### config.mk
export PLATFORM = sky130hd
export DESIGN_NAME = tmr_timer16
export DESIGN_NICKNAME = d
export VERILOG_FILES = /design/src/tmr_pkg.sv /design/src/tmr_timer16.sv
export SDC_FILE = /design/constraint.sdc
export NUM_CORES = 1
export LEC_CHECK = 0
export ABC_AREA = 1
export BUFFER_PORTS_ARGS = -buffer_cell sky130_fd_sc_hd__buf_2
export CAP_MARGIN = 20
export CORE_MARGIN = 2
export CORE_UTILIZATION = 40
export DETAILED_ROUTE_END_ITERATION = 10
export HOLD_SLACK_MARGIN = 0.15
export PLACE_DENSITY = 0.61
export SYNTH_ARGS = -nofsm -noshare
export SYNTH_HDL_FRONTEND = slang
export SYNTH_SLANG_ARGS = --single-unit
### constraint.sdc
create_clock -name core_clk -period 6.4 [get_ports core_clk]
set_input_delay 0.32 -clock core_clk [delete_from_list [all_inputs] [get_ports core_clk]]
set_output_delay 0.32 -clock core_clk [all_outputs]
set_load 0.01 [all_outputs]
### src/tmr_pkg.sv
/*
  Package for the 16-bit timer channel: register indices, field positions,
  mode encodings and reset values.
  Assumes a simple strobe register port with 16-bit data.
*/
package tmr_pkg;
  localparam int          ADDR_W        = 4;
  localparam int          DATA_W        = 16;
  localparam logic [3:0]  ADDR_CTL0     = 4'h0;
  localparam logic [3:0]  ADDR_CTL1     = 4'h1;
  localparam logic [3:0]  ADDR_OPT0     = 4'h2;
  localparam logic [3:0]  ADDR_IOC2     = 4'h3;
  localparam logic [3:0]  ADDR_CCR0     = 4'h4;
  localparam logic [3:0]  ADDR_CCR1     = 4'h5;
  localparam logic [3:0]  ADDR_CNT      = 4'h6;
  localparam int          CTL0_CE_BIT   = 7;
  localparam int          CTL1_EST_BIT  = 6;
  localparam int          CTL1_MD_LSB   = 0;
  localparam int          OPT0_OVF_BIT  = 0;
  localparam int          OPT0_CCS0_BIT = 4;
  localparam int          OPT0_CCS1_BIT = 5;
  localparam int          IOC2_ETS_LSB  = 0;
  localparam int          IOC2_EES_LSB  = 2;
  localparam logic [15:0] CNT_MAX       = 16'hFFFF;
  localparam logic [15:0] CNT_ZERO      = 16'h0000;
  localparam logic [15:0] CNT_ONE       = 16'h0001;
  localparam logic [7:0]  BYTE_RESET    = 8'h00;
  localparam logic [15:0] WORD_RESET    = 16'h0000;

  typedef enum logic [2:0] {
    TMR_MODE_ONESHOT = 3'b011,
    TMR_MODE_PWM     = 3'b100,
    TMR_MODE_FREERUN = 3'b101
  } tmr_mode_t;

  // Edge select codes for trigger and capture inputs
  localparam logic [1:0]  EDGE_NONE     = 2'b00;
  localparam logic [1:0]  EDGE_RISE     = 2'b01;
  localparam logic [1:0]  EDGE_FALL     = 2'b10;
  localparam logic [1:0]  EDGE_BOTH     = 2'b11;
endpackage

### src/tmr_timer16.sv
/*
  Timer channel: one-shot pulse, PWM and free-running compare/capture modes
  on a 16-bit counter, counting on every core clock.
  Assumes synchronous register strobes and synchronous pin inputs.
*/
// Design decisions made here: the plain strobed port and the register offsets.
`timescale 1ns/10ps
module tmr_timer16
  import tmr_pkg::*;
(
  input  wire logic                      core_clk,
  input  wire logic                      srst,
  input  wire logic [tmr_pkg::ADDR_W-1:0] reg_addr,
  input  wire logic [tmr_pkg::DATA_W-1:0] reg_wdata,
  input  wire logic                      reg_wr,
  input  wire logic                      reg_rd,
  output logic      [tmr_pkg::DATA_W-1:0] reg_rdata,
  input  wire logic                      ext_trigger,
  input  wire logic [1:0]                capture_in,
  output logic      [1:0]                timer_out,
  output logic      [1:0]                match_irq,
  output logic                           overflow_irq
);
  import tmr_pkg::*;

  logic [7:0]  control_reg0, next_control_reg0;
  logic [7:0]  control_reg1, next_control_reg1;
  logic [7:0]  option_reg0, next_option_reg0;
  logic [7:0]  io_control_two, next_io_control_two;
  logic [15:0] compare_reg0, next_compare_reg0;
  logic [15:0] compare_reg1, next_compare_reg1;
  logic [15:0] buf0, next_buf0;
  logic [15:0] buf1, next_buf1;
  logic        xfer_armed, next_xfer_armed;
  logic [15:0] count, next_count;
  logic        running, next_running;
  logic        pend_irq0, next_pend_irq0;
  logic        pend_ovf, next_pend_ovf;
  logic        ce_d, next_ce_d;
  logic        trig_d, next_trig_d;
  logic [1:0]  cap_d, next_cap_d;
  logic [1:0]  next_timer_out, next_match_irq;
  logic        next_overflow_irq;
  logic [15:0] next_reg_rdata;

  logic        ce;
  logic        ce_rise;
  tmr_mode_t   mode;
  logic        trig_edge;
  logic [1:0]  cap_edge;
  logic        wr_ccr0, wr_ccr1, soft_trig;

  assign ce        = control_reg0[CTL0_CE_BIT];
  assign ce_rise   = ce & ~ce_d;
  assign mode      = tmr_mode_t'(control_reg1[CTL1_MD_LSB +: 3]);
  assign wr_ccr0   = reg_wr && reg_addr == ADDR_CCR0;
  assign wr_ccr1   = reg_wr && reg_addr == ADDR_CCR1;
  assign soft_trig = reg_wr && reg_addr == ADDR_CTL1 && reg_wdata[CTL1_EST_BIT];

  function automatic logic edge_hit(input logic [1:0] sel, input logic prev,
                                    input logic cur);
    edge_hit = ((sel == EDGE_RISE || sel == EDGE_BOTH) && !prev && cur) ||
               ((sel == EDGE_FALL || sel == EDGE_BOTH) && prev && !cur);
  endfunction

  assign trig_edge = edge_hit(io_control_two[IOC2_ETS_LSB +: 2], trig_d, ext_trigger);

  genvar gi;
  generate
    for (gi = 0; gi < 2; gi++) begin : g_cap
      assign cap_edge[gi] = edge_hit(io_control_two[IOC2_EES_LSB +: 2], cap_d[gi],
                                     capture_in[gi]);
    end
  endgenerate

  // Register file
  always_comb begin
    next_control_reg0   = control_reg0;
    next_control_reg1   = control_reg1;
    next_option_reg0    = option_reg0;
    next_io_control_two = io_control_two;
    next_reg_rdata      = WORD_RESET;
    if (reg_wr) begin
      unique case (reg_addr)
        ADDR_CTL0: next_control_reg0 = reg_wdata[7:0];
        // Trigger bit is a strobe, never stored
        ADDR_CTL1: next_control_reg1 = reg_wdata[7:0] & ~(8'h01 << CTL1_EST_BIT);
        ADDR_OPT0: begin
          next_option_reg0 = reg_wdata[7:0];
          // Overflow bit can only be cleared by software
          next_option_reg0[OPT0_OVF_BIT] = option_reg0[OPT0_OVF_BIT] &
                                           reg_wdata[OPT0_OVF_BIT];
        end
        ADDR_IOC2: next_io_control_two = reg_wdata[7:0];
        default: ;
      endcase
    end
    // Hardware set wins over a simultaneous clear
    if (mode == TMR_MODE_FREERUN && pend_ovf) begin
      next_option_reg0[OPT0_OVF_BIT] = 1'b1;
    end
    if (reg_rd) begin
      unique case (reg_addr)
        ADDR_CTL0: next_reg_rdata = {8'h00, control_reg0};
        ADDR_CTL1: next_reg_rdata = {8'h00, control_reg1};
        ADDR_OPT0: next_reg_rdata = {8'h00, option_reg0};
        ADDR_IOC2: next_reg_rdata = {8'h00, io_control_two};
        ADDR_CCR0: next_reg_rdata = compare_reg0;
        ADDR_CCR1: next_reg_rdata = compare_reg1;
        ADDR_CNT:  next_reg_rdata = count;
        default:   next_reg_rdata = WORD_RESET;
      endcase
    end
  end

  // Counter, compare, capture and outputs
  always_comb begin
    next_compare_reg0 = wr_ccr0 ? reg_wdata : compare_reg0;
    next_compare_reg1 = wr_ccr1 ? reg_wdata : compare_reg1;
    next_buf0         = buf0;
    next_buf1         = buf1;
    next_xfer_armed   = xfer_armed | wr_ccr1;
    next_count        = count;
    next_running      = running;
    next_pend_irq0    = 1'b0;
    next_pend_ovf     = 1'b0;
    next_timer_out    = timer_out;
    next_match_irq    = 2'b00;
    next_overflow_irq = 1'b0;
    next_ce_d         = ce;
    next_trig_d       = ext_trigger;
    next_cap_d        = capture_in;

    if (!ce) begin
      next_count     = CNT_MAX;
      next_running   = 1'b0;
      next_timer_out = 2'b00;
    end else begin
      unique case (mode)
        TMR_MODE_ONESHOT: begin
          if (!running) begin
            // Retrigger while running is ignored
            if (trig_edge || soft_trig) begin
              next_running = 1'b1;
              next_count   = CNT_ZERO;
              next_timer_out[0] = 1'b1;
              if (compare_reg1 == CNT_ZERO && compare_reg1 <= compare_reg0) begin
                next_timer_out[1] = 1'b1;
                next_match_irq[1] = 1'b1;
              end
            end
          end else if (pend_irq0) begin
            next_match_irq[0] = 1'b1;
            next_timer_out    = 2'b00;
            next_running      = 1'b0;
            next_count        = CNT_MAX;
          end else begin
            // Live compare values; a passed value wraps through FFFFH
            next_count = count + CNT_ONE;
            if (next_count == compare_reg1 && compare_reg1 <= compare_reg0) begin
              next_timer_out[1] = 1'b1;
              next_match_irq[1] = 1'b1;
            end
            if (count == compare_reg0) begin
              // Pulse ends and count stops one clock after the period match
              next_pend_irq0    = 1'b1;
              next_timer_out[1] = 1'b0;
              next_count        = count;
            end
          end
        end
        TMR_MODE_PWM: begin
          if (ce_rise) begin
            next_count = CNT_ZERO;
            next_timer_out = 2'b00;
            next_timer_out[1] = compare_reg1 != CNT_ZERO;
            next_buf0 = compare_reg0;
            next_buf1 = compare_reg1;
            next_xfer_armed = 1'b0;
          end else if (count == buf0) begin
            next_count = CNT_ZERO;
            next_match_irq[0] = 1'b1;
            next_timer_out[0] = ~timer_out[0];
            if (xfer_armed) begin
              next_buf0 = compare_reg0;
              next_buf1 = compare_reg1;
              next_xfer_armed = wr_ccr1;
            end
            // Zero duty stays low all period
            next_timer_out[1] = next_buf1 != CNT_ZERO;
          end else begin
            next_count = count + CNT_ONE;
          end
          if (!ce_rise && next_count == buf1) begin
            next_match_irq[1] = 1'b1;
            next_timer_out[1] = 1'b0;
          end
        end
        TMR_MODE_FREERUN: begin
          if (ce_rise) begin
            next_count = CNT_ZERO;
            next_timer_out = ~timer_out;
          end else begin
            next_count = count + CNT_ONE;
            if (count == CNT_MAX) begin
              next_overflow_irq = 1'b1;
              next_pend_ovf     = 1'b1;
            end
          end
          for (int m = 0; m < 2; m++) begin
            if (option_reg0[OPT0_CCS0_BIT + m]) begin
              if (cap_edge[m]) begin
                next_match_irq[m] = 1'b1;
                if (m == 0) next_compare_reg0 = count;
                else next_compare_reg1 = count;
              end
            end else if (!ce_rise && count == (m == 0 ? compare_reg0 : compare_reg1)) begin
              // Match on the live register value
              next_match_irq[m] = 1'b1;
              next_timer_out[m] = ~timer_out[m];
            end
          end
        end
        default: begin
          next_count = CNT_MAX;
        end
      endcase
    end
  end

  always_ff @(posedge core_clk) begin
    if (srst) begin
      control_reg0   <= BYTE_RESET;
      control_reg1   <= BYTE_RESET;
      option_reg0    <= BYTE_RESET;
      io_control_two <= BYTE_RESET;
      reg_rdata      <= WORD_RESET;
      compare_reg0   <= WORD_RESET;
      compare_reg1   <= WORD_RESET;
      buf0           <= WORD_RESET;
      buf1           <= WORD_RESET;
      xfer_armed     <= 1'b0;
      count          <= CNT_MAX;
      running        <= 1'b0;
      pend_irq0      <= 1'b0;
      pend_ovf       <= 1'b0;
      ce_d           <= 1'b0;
      trig_d         <= 1'b0;
      cap_d          <= 2'b00;
      timer_out      <= 2'b00;
      match_irq      <= 2'b00;
      overflow_irq   <= 1'b0;
    end else begin
      control_reg0   <= next_control_reg0;
      control_reg1   <= next_control_reg1;
      option_reg0    <= next_option_reg0;
      io_control_two <= next_io_control_two;
      reg_rdata      <= next_reg_rdata;
      compare_reg0   <= next_compare_reg0;
      compare_reg1   <= next_compare_reg1;
      buf0           <= next_buf0;
      buf1           <= next_buf1;
      xfer_armed     <= next_xfer_armed;
      count          <= next_count;
      running        <= next_running;
      pend_irq0      <= next_pend_irq0;
      pend_ovf       <= next_pend_ovf;
      ce_d           <= next_ce_d;
      trig_d         <= next_trig_d;
      cap_d          <= next_cap_d;
      timer_out      <= next_timer_out;
      match_irq      <= next_match_irq;
      overflow_irq   <= next_overflow_irq;
    end
  end
endmodule

==> impl_metrics.py, run 1 <==
metrics = {
    "status": {
        "status": "finished, final reports clean",
    },
    "critical_path": {
        "cp_max_fo": 8,
        "cp.depth": 16,
        "r2r_cells": 16,
        "r2r-end": "timer_out[1]$_SDFFE_PP0P_",
        "crit_type": "reg -> reg",
        "rrSetupSlack_ns": 3.59,
        "cp_slowest_stage_delay_ns": 0.52,
        "crit_path_cell_trace": "ha_1 > nand3_1 > nor2_1 > nand3_1 > xor2_1 > nand3_1 > nand2_1 > nand2_1 > nor2_1 > nand2_1 > nor2_2 > nand2_1 > nand2_1 > nand3_1 > nor2_1 > nor2_1",
        "r2r-start": "count[0]$_SDFFE_PP1P_",
        "cp.buffers_inverters": 0,
        "crit_path_start": "count[0]$_SDFFE_PP1P_",
        "endpoint_kind": "flip-flop",
        "path_delay_family": "simple AND/OR/NAND/NOR gates",
        "critical_path_required_ns": 6.74,
        "critPathLaunchType": "flip-flop",
        "critical_path.slowest_cell": "dfxtp_1",
        "cpMostUsedCell": "nand2_1",
        "worst_ep_arrival_time_ns": 3.15,
    },
    "grt": {
        "grtUsageTotal_pct": 24.8,
        "grt_pass1_wl_microns": 42200,
        "grt_pass1_vias": 7520,
        "grt_antenna_before_repair": 0,
        "grt_max_degree": 75,
        "grt_overflow": 0,
    },
    "die": {
        "initial_core_util_pct": 40.9,
        "core_sq_um": 20300,
        "die_y_microns": 148,
        "rows": 52,
        "die_x_microns": 148,
        "ios": 48,
        "design.die.area_sq_um": 21900,
    },
    "power": {
        "pwr-share-clk_pct": 50.5,
        "power_frac_comb_pct": 6.3,
        "power_frac_seq_pct": 43.2,
        "cellLeakagePower_uw": 0.00414,
        "cellPowerDensity_nw_per_um2": 219,
        "sw_frac_of_total_pct": 26.4,
        "p_int_uw": 1500,
        "p_total_uw": 2040,
        "switchingPower_uw": 540,
        "ir_drop_mv": 0.181,
    },
    "drt": {
        "detail-route-antenna-nets": 0,
        "drt_iter0_drc": 835,
        "vias": 8642,
        "vias_per_cell": 5.45,
        "finalWirelength_microns": 27200,
        "first_pass_iters": 6,
        "wl_per_cell_microns": 17.2,
        "drc": 0,
    },
    "logic_synthesis": {
        "syn_inst": 1291,
        "ys_seq_area_share_pct": 33.5,
        "syn-mean-instance-area_sq_um": 6.43,
        "ys_warn_count": 0,
        "synth_nets": 1336,
        "netlist_area_sq_um": 8310,
        "synth.distinct_cells": 39,
        "synth_seq_cells": 139,
    },
    "sta": {
        "timing.final.crit_share_pct": 44.0,
        "fin_ws_ns": 3.59,
        "fin_skew_ns": 0.0127,
        "rsz0062_at_grt": "false",
        "worst_slew_pin_slew_ns": 1.08,
        "tns_ns": 0,
        "min_period_ns": 2.81,
        "slew_violations": 0,
        "setup_viol_count_final": 0,
        "maxSlewHeadroom_pct": 27.6,
        "finalHoldViolCount": 0,
        "fmax_mhz": 355,
    },
    "cts": {
        "cts_sinks": 139,
        "cts.htree.levels": 4,
        "numCtsBuffers": 17,
        "cts_root_buf": "clkbuf_16",
        "postCtsSetupBuffers": 0,
        "clk_latency_ns": 0.43,
        "clockBufferDepth": 2,
        "postCtsHoldBufs": 3,
        "cts_resized": 0,
        "cts_tree": "built",
        "cts.clk_slew.worst_paths_ns": 0.07,
    },
    "cells_and_area": {
        "layout.nets": 1347,
        "drive_gt1_share_pct": 9.89,
        "final_cell_mix": "nand2_1 (286), inv_1 (164), o21ai_0 (156), dfxtp_1 (139), a21oi_1 (104)",
        "area_growth_syn_to_layout_pct": 12.2,
        "final.fill_count": 2143,
        "antenna_cells": 0,
        "layout_commonest_cell": "nand2_1",
        "stdcell_area_sq_um": 9320,
    },
    "worst_hold_path": {
        "hp-class": "in -> reg",
        "hold_depth": 3,
        "worstHoldStart": "reg_wdata[4]",
        "min_to": "control_reg1[4]$_SDFFE_PP0P_",
    },
    "placed_design": {
        "placed_cell_area_sq_um": 8660,
        "gp_congestion": 0.963,
        "io_buffers": 47,
        "dpl.hpwl_microns": 19600,
        "pre_cts_slack_ns": 3.32,
    },
    "flow_run": {
        "cap_viol_max_count": 0,
    },
}
## kinds of logic (layout without fill, tap and decap cells)
logic type | Yosys count | after routing | share of synthesized area, %
AO/OA/AOI/OAI | 348 | 348 | 22.9
XOR/XNOR | 29 | 29 | 3.06
buffers and inverters | 253 | 277 | 12.0
adder cells (fa/ha/maj) | 18 | 18 | 2.71
AND/OR/NAND/NOR | 504 | 504 | 25.9
flip-flops | 139 | 139 | 33.5
## sequential cells by signal (all words and copies together) (netlist names), 2 cells and up
name,count
io_control_two,8
control_reg1,7
cap_d,2
control_reg0,8
buf0,16
compare_reg0,16
match_irq,2
count,16
timer_out,2
reg_rdata,16
buf1,16
option_reg0,8
compare_reg1,16
## power groups by stage
| stage | combinational [uW] | clock, uW | sequential, uW |
|---|---|---|---|
| after floorplan | 79.8 | 0 | 898 |
| after detailed placement | 125 | 0 | 901 |
| after CTS | 127 | 1040 | 882 |
| final | 129 | 1030 | 882 |
| after global routing | 143 | 1080 | 882 |
| after global placement | 124 | 0 | 901 |
## final cells by class
cell class                      instances  area, sq um  share of cell area, %
Clock inverter                         15          179                   1.92
Multi-Input combinational cell        899         4550                   48.8
Timing Repair Buffer                   60          352                   3.77
Clock buffer                           17          425                   4.57
Tap cell                              270          338                   3.63
Inverter                              185          694                   7.45
Sequential cell                       139         2780                   29.9
## how the worst max path moves through the flow
stage                           endpoint  slack (ns)
3_3_place_gp       count[9]$_SDFFE_PP1P_        3.43
4_1_cts            count[2]$_SDFFE_PP1P_        3.38
2_1_floorplan  timer_out[1]$_SDFFE_PP0P_        4.20
3_5_place_dp       count[9]$_SDFFE_PP1P_        3.32
6_report       timer_out[1]$_SDFFE_PP0P_        3.59
5_1_grt        timer_out[1]$_SDFFE_PP0P_        3.31
## worst min-delay path, cell delays in order
cell,delay (ns)
buf_2,0.13
nand3_1,0.08
a21oi_1,0.06
## per-layer routing
metal	up-vias	track usage, %	routed length (microns)
li1	4299	-	-
met1	3950	36.4	13000
met2	338	36.4	11500
met3	55	4.45	1990
met4	0	9.10	733
met5	-	0	0
## synth_stat cells
master,count,area [sq um]
a31oi_1,3,18.8
nor2_1,104,390
nor4_2,1,12.5
o21ai_1,8,40.0
o22ai_1,44,275
a21oi_1,104,521
o31ai_1,2,15.0
o21ai_0,156,781
nand3_1,42,210
buf_2,17,85.1
buf_4,3,22.5
dfxtp_1,139,2780
xnor2_1,8,70.1
nor4_1,6,37.5
or2_2,1,6.26
nand3b_1,2,15.0
nand3_2,1,10.0
a211oi_1,15,113
nor3_2,1,10.0
a2111oi_0,7,61.3
nand3b_2,1,11.3
nor3_1,8,40.0
xor2_1,21,184
ha_1,18,225
nand2_2,2,12.5
inv_1,164,616
buf_6,2,22.5
nor2_2,8,50.1
clkbuf_1,43,161
o221ai_1,5,43.8
o211ai_1,3,22.5
nand2_1,286,1070
inv_2,21,78.8
o21bai_1,1,7.51
nand4_1,37,231
nand2_4,1,11.3
nor2_4,1,11.3
buf_1,3,11.3
nor3b_1,2,15.0
## stage by stage
step                      hold slack [ns]  util (%)  cells
after CTS                           0.191      45.8   1583
final                               0.204      45.9   1585
after detailed placement            0.446      42.6   1548
after floorplan                     0.429         -   1291
after global routing                0.213      45.9   1585
after global placement              0.443      42.6   1548
Note: power is estimated with default switching activity, not from simulation.
==> run 2, diff against run 1 <==
--- a/config.mk
+++ b/config.mk
@@ -12,7 +12,7 @@
 export CORE_UTILIZATION = 40
 export DETAILED_ROUTE_END_ITERATION = 10
 export HOLD_SLACK_MARGIN = 0.15
-export PLACE_DENSITY = 0.61
+export PLACE_DENSITY = 0.63
 export SYNTH_ARGS = -nofsm -noshare
 export SYNTH_HDL_FRONTEND = slang
 export SYNTH_SLANG_ARGS = --single-unit
==> constraint.sdc (replaced) <==
create_clock -name core_clk -period 2.4 [get_ports core_clk]
set_input_delay 0.12 -clock core_clk [delete_from_list [all_inputs] [get_ports core_clk]]
set_output_delay 0.12 -clock core_clk [all_outputs]
set_load 0.01 [all_outputs]
==> impl_metrics.py, run 2 (same netlist as run 1, synthesis figures left out) <==
metrics = {
    "worst_hold_path": {
        "min_to": "compare_reg1[12]$_SDFF_PP0_",
        "worstHoldStart": "reg_wdata[12]",
        "hp-class": "in -> reg",
        "hold_depth": 5,
    },
    "die": {
        "die_y_microns": 148,
        "die_x_microns": 148,
        "initial_core_util_pct": 40.9,
        "rows": 52,
        "ios": 48,
        "design.die.area_sq_um": 21900,
        "core_sq_um": 20300,
    },
    "cts": {
        "cts.clk_slew.worst_paths_ns": 0.07,
        "clk_latency_ns": 0.43,
        "cts_tree": "built",
        "cts_root_buf": "clkbuf_16",
        "clockBufferDepth": 2,
        "numCtsBuffers": 17,
        "cts.htree.levels": 4,
        "cts_sinks": 139,
    },
    "grt": {
        "grt_max_degree": 75,
        "grt_antenna_before_repair": 0,
        "grtUsageTotal_pct": 26.2,
        "grt_pass1_vias": 8197,
        "grt_pass1_wl_microns": 44700,
        "grt_overflow": 0,
    },
    "placed_design": {
        "gp_congestion": 0.953,
        "placed_cell_area_sq_um": 9310,
        "io_buffers": 47,
        "dpl.hpwl_microns": 21300,
        "pre_cts_slack_ns": 0.0416,
    },
    "flow_run": {
        "cap_viol_max_count": 0,
    },
    "power": {
        "ir_drop_mv": 0.400,
        "cellLeakagePower_uw": 0.00468,
        "cellPowerDensity_nw_per_um2": 534,
    },
    "critical_path": {
        "r2r-end": "count[7]$_SDFFE_PP1P_",
        "endpoint_kind": "flip-flop",
        "r2r_cells": 13,
        "worst_ep_arrival_time_ns": 2.61,
        "r2r-start": "compare_reg0[9]$_SDFF_PP0_",
        "crit_type": "reg -> reg",
        "critical_path_required_ns": 2.71,
        "rrSetupSlack_ns": 0.10,
        "cp_max_fo": 8,
        "critPathLaunchType": "flip-flop",
    },
    "sta": {
        "maxSlewHeadroom_pct": 33.5,
        "fmax_mhz": 435,
        "rsz0062_at_grt": "true",
        "slew_violations": 0,
        "finalHoldViolCount": 0,
        "fin_ws_ns": 0.104,
        "fin_skew_ns": 0.0108,
        "worst_slew_pin_slew_ns": 0.994,
        "setup_viol_count_final": 0,
        "min_period_ns": 2.30,
        "timing.final.crit_share_pct": 95.7,
        "tns_ns": 0,
    },
    "drt": {
        "finalWirelength_microns": 28500,
        "vias_per_cell": 5.37,
        "drt_iter0_drc": 795,
        "first_pass_iters": 7,
        "detail-route-antenna-nets": 0,
        "drc": 0,
        "vias": 9067,
        "wl_per_cell_microns": 16.9,
    },
    "cells_and_area": {
        "area_growth_syn_to_layout_pct": 24.5,
        "final.fill_count": 2060,
        "drive_gt1_share_pct": 17.7,
        "final_cell_mix": "nand2_1 (284), inv_1 (164), o21ai_0 (156), dfxtp_1 (121), a21oi_1 (104)",
        "layout_commonest_cell": "nand2_1",
        "antenna_cells": 0,
        "layout.nets": 1449,
        "stdcell_area_sq_um": 10300,
    },
    "status": {
        "status": "finished, final reports clean",
    },
}
[run 2: worst max-delay path, stage by stage (launching register included)]
cell	delay (ns)
dfxtp_1	0.39
inv_1	0.11
nand2_1	0.07
nand4_1	0.18
nor4_2	0.35
buf_4	0.18
nand2_1	0.07
inv_1	0.07
nand2_1	0.07
nand2_1	0.08
inv_1	0.18
buf_12	0.20
o21ai_0	0.17
nand2_1	0.07
[run 2: report_power, final]
group	total, uW	internal, uW	switching (uW)
clock	2790	1610	1190
sequential	2340	2320	15.8
combinational	392	142	250
total	5520	4070	1450
[run 2: metrics by stage]
step                hold WS, ns  power, uW  util (%)  std cells
finish                    0.159       5520      50.9       1687
global route              0.166       5710      50.9       1687
CTS                       0.150       5550      49.9       1679
detailed placement        0.364       2760      45.9       1627
global placement          0.345       2750      45.9       1627
floorplan                 0.256       2610         -       1291
[run 2: worst max-delay path by stage]
stage / startpoint / to / depth (start not counted)
after floorplan: count[0]$_SDFFE_PP1P_ / timer_out[1]$_SDFFE_PP0P_ / 16
after global placement: count[8]$_SDFFE_PP1P_ / timer_out[1]$_SDFFE_PP0P_ / 18
after detailed placement: count[4]$_SDFFE_PP1P_ / timer_out[1]$_SDFFE_PP0P_ / 18
after CTS: count[2]$_SDFFE_PP1P_ / count[7]$_SDFFE_PP1P_ / 13
after global routing: count[7]$_SDFFE_PP1P_ / timer_out[1]$_SDFFE_PP0P_ / 16
final: compare_reg0[9]$_SDFF_PP0_ / count[7]$_SDFFE_PP1P_ / 13
[run 2: final cells by class]
class / count / area, sq um / share of cell area (%)
multi-input combinational: 899 / 4650 / 45.0
sequential: 139 / 2820 / 27.3
timing repair buffer: 162 / 1230 / 11.9
inverter: 185 / 694 / 6.72
clock buffer: 18 / 439 / 4.25
tap: 270 / 338 / 3.27
clock inverter: 14 / 171 / 1.66
[run 2: timing repair]
action	CTS	global route
endpoints found under the hold margin	39	0
resized for setup	0	51
hold buffers	20	0
setup endpoints to repair	0	25
buffers inserted	0	9
[run 2: per-layer routing]
metal | track usage (%) | part of all wire (%)
met1 | 37.2 | 46
met2 | 39.9 | 44
met3 | 4.97 | 8.0
met4 | 8.71 | 2.4
met5 | 0 | 0
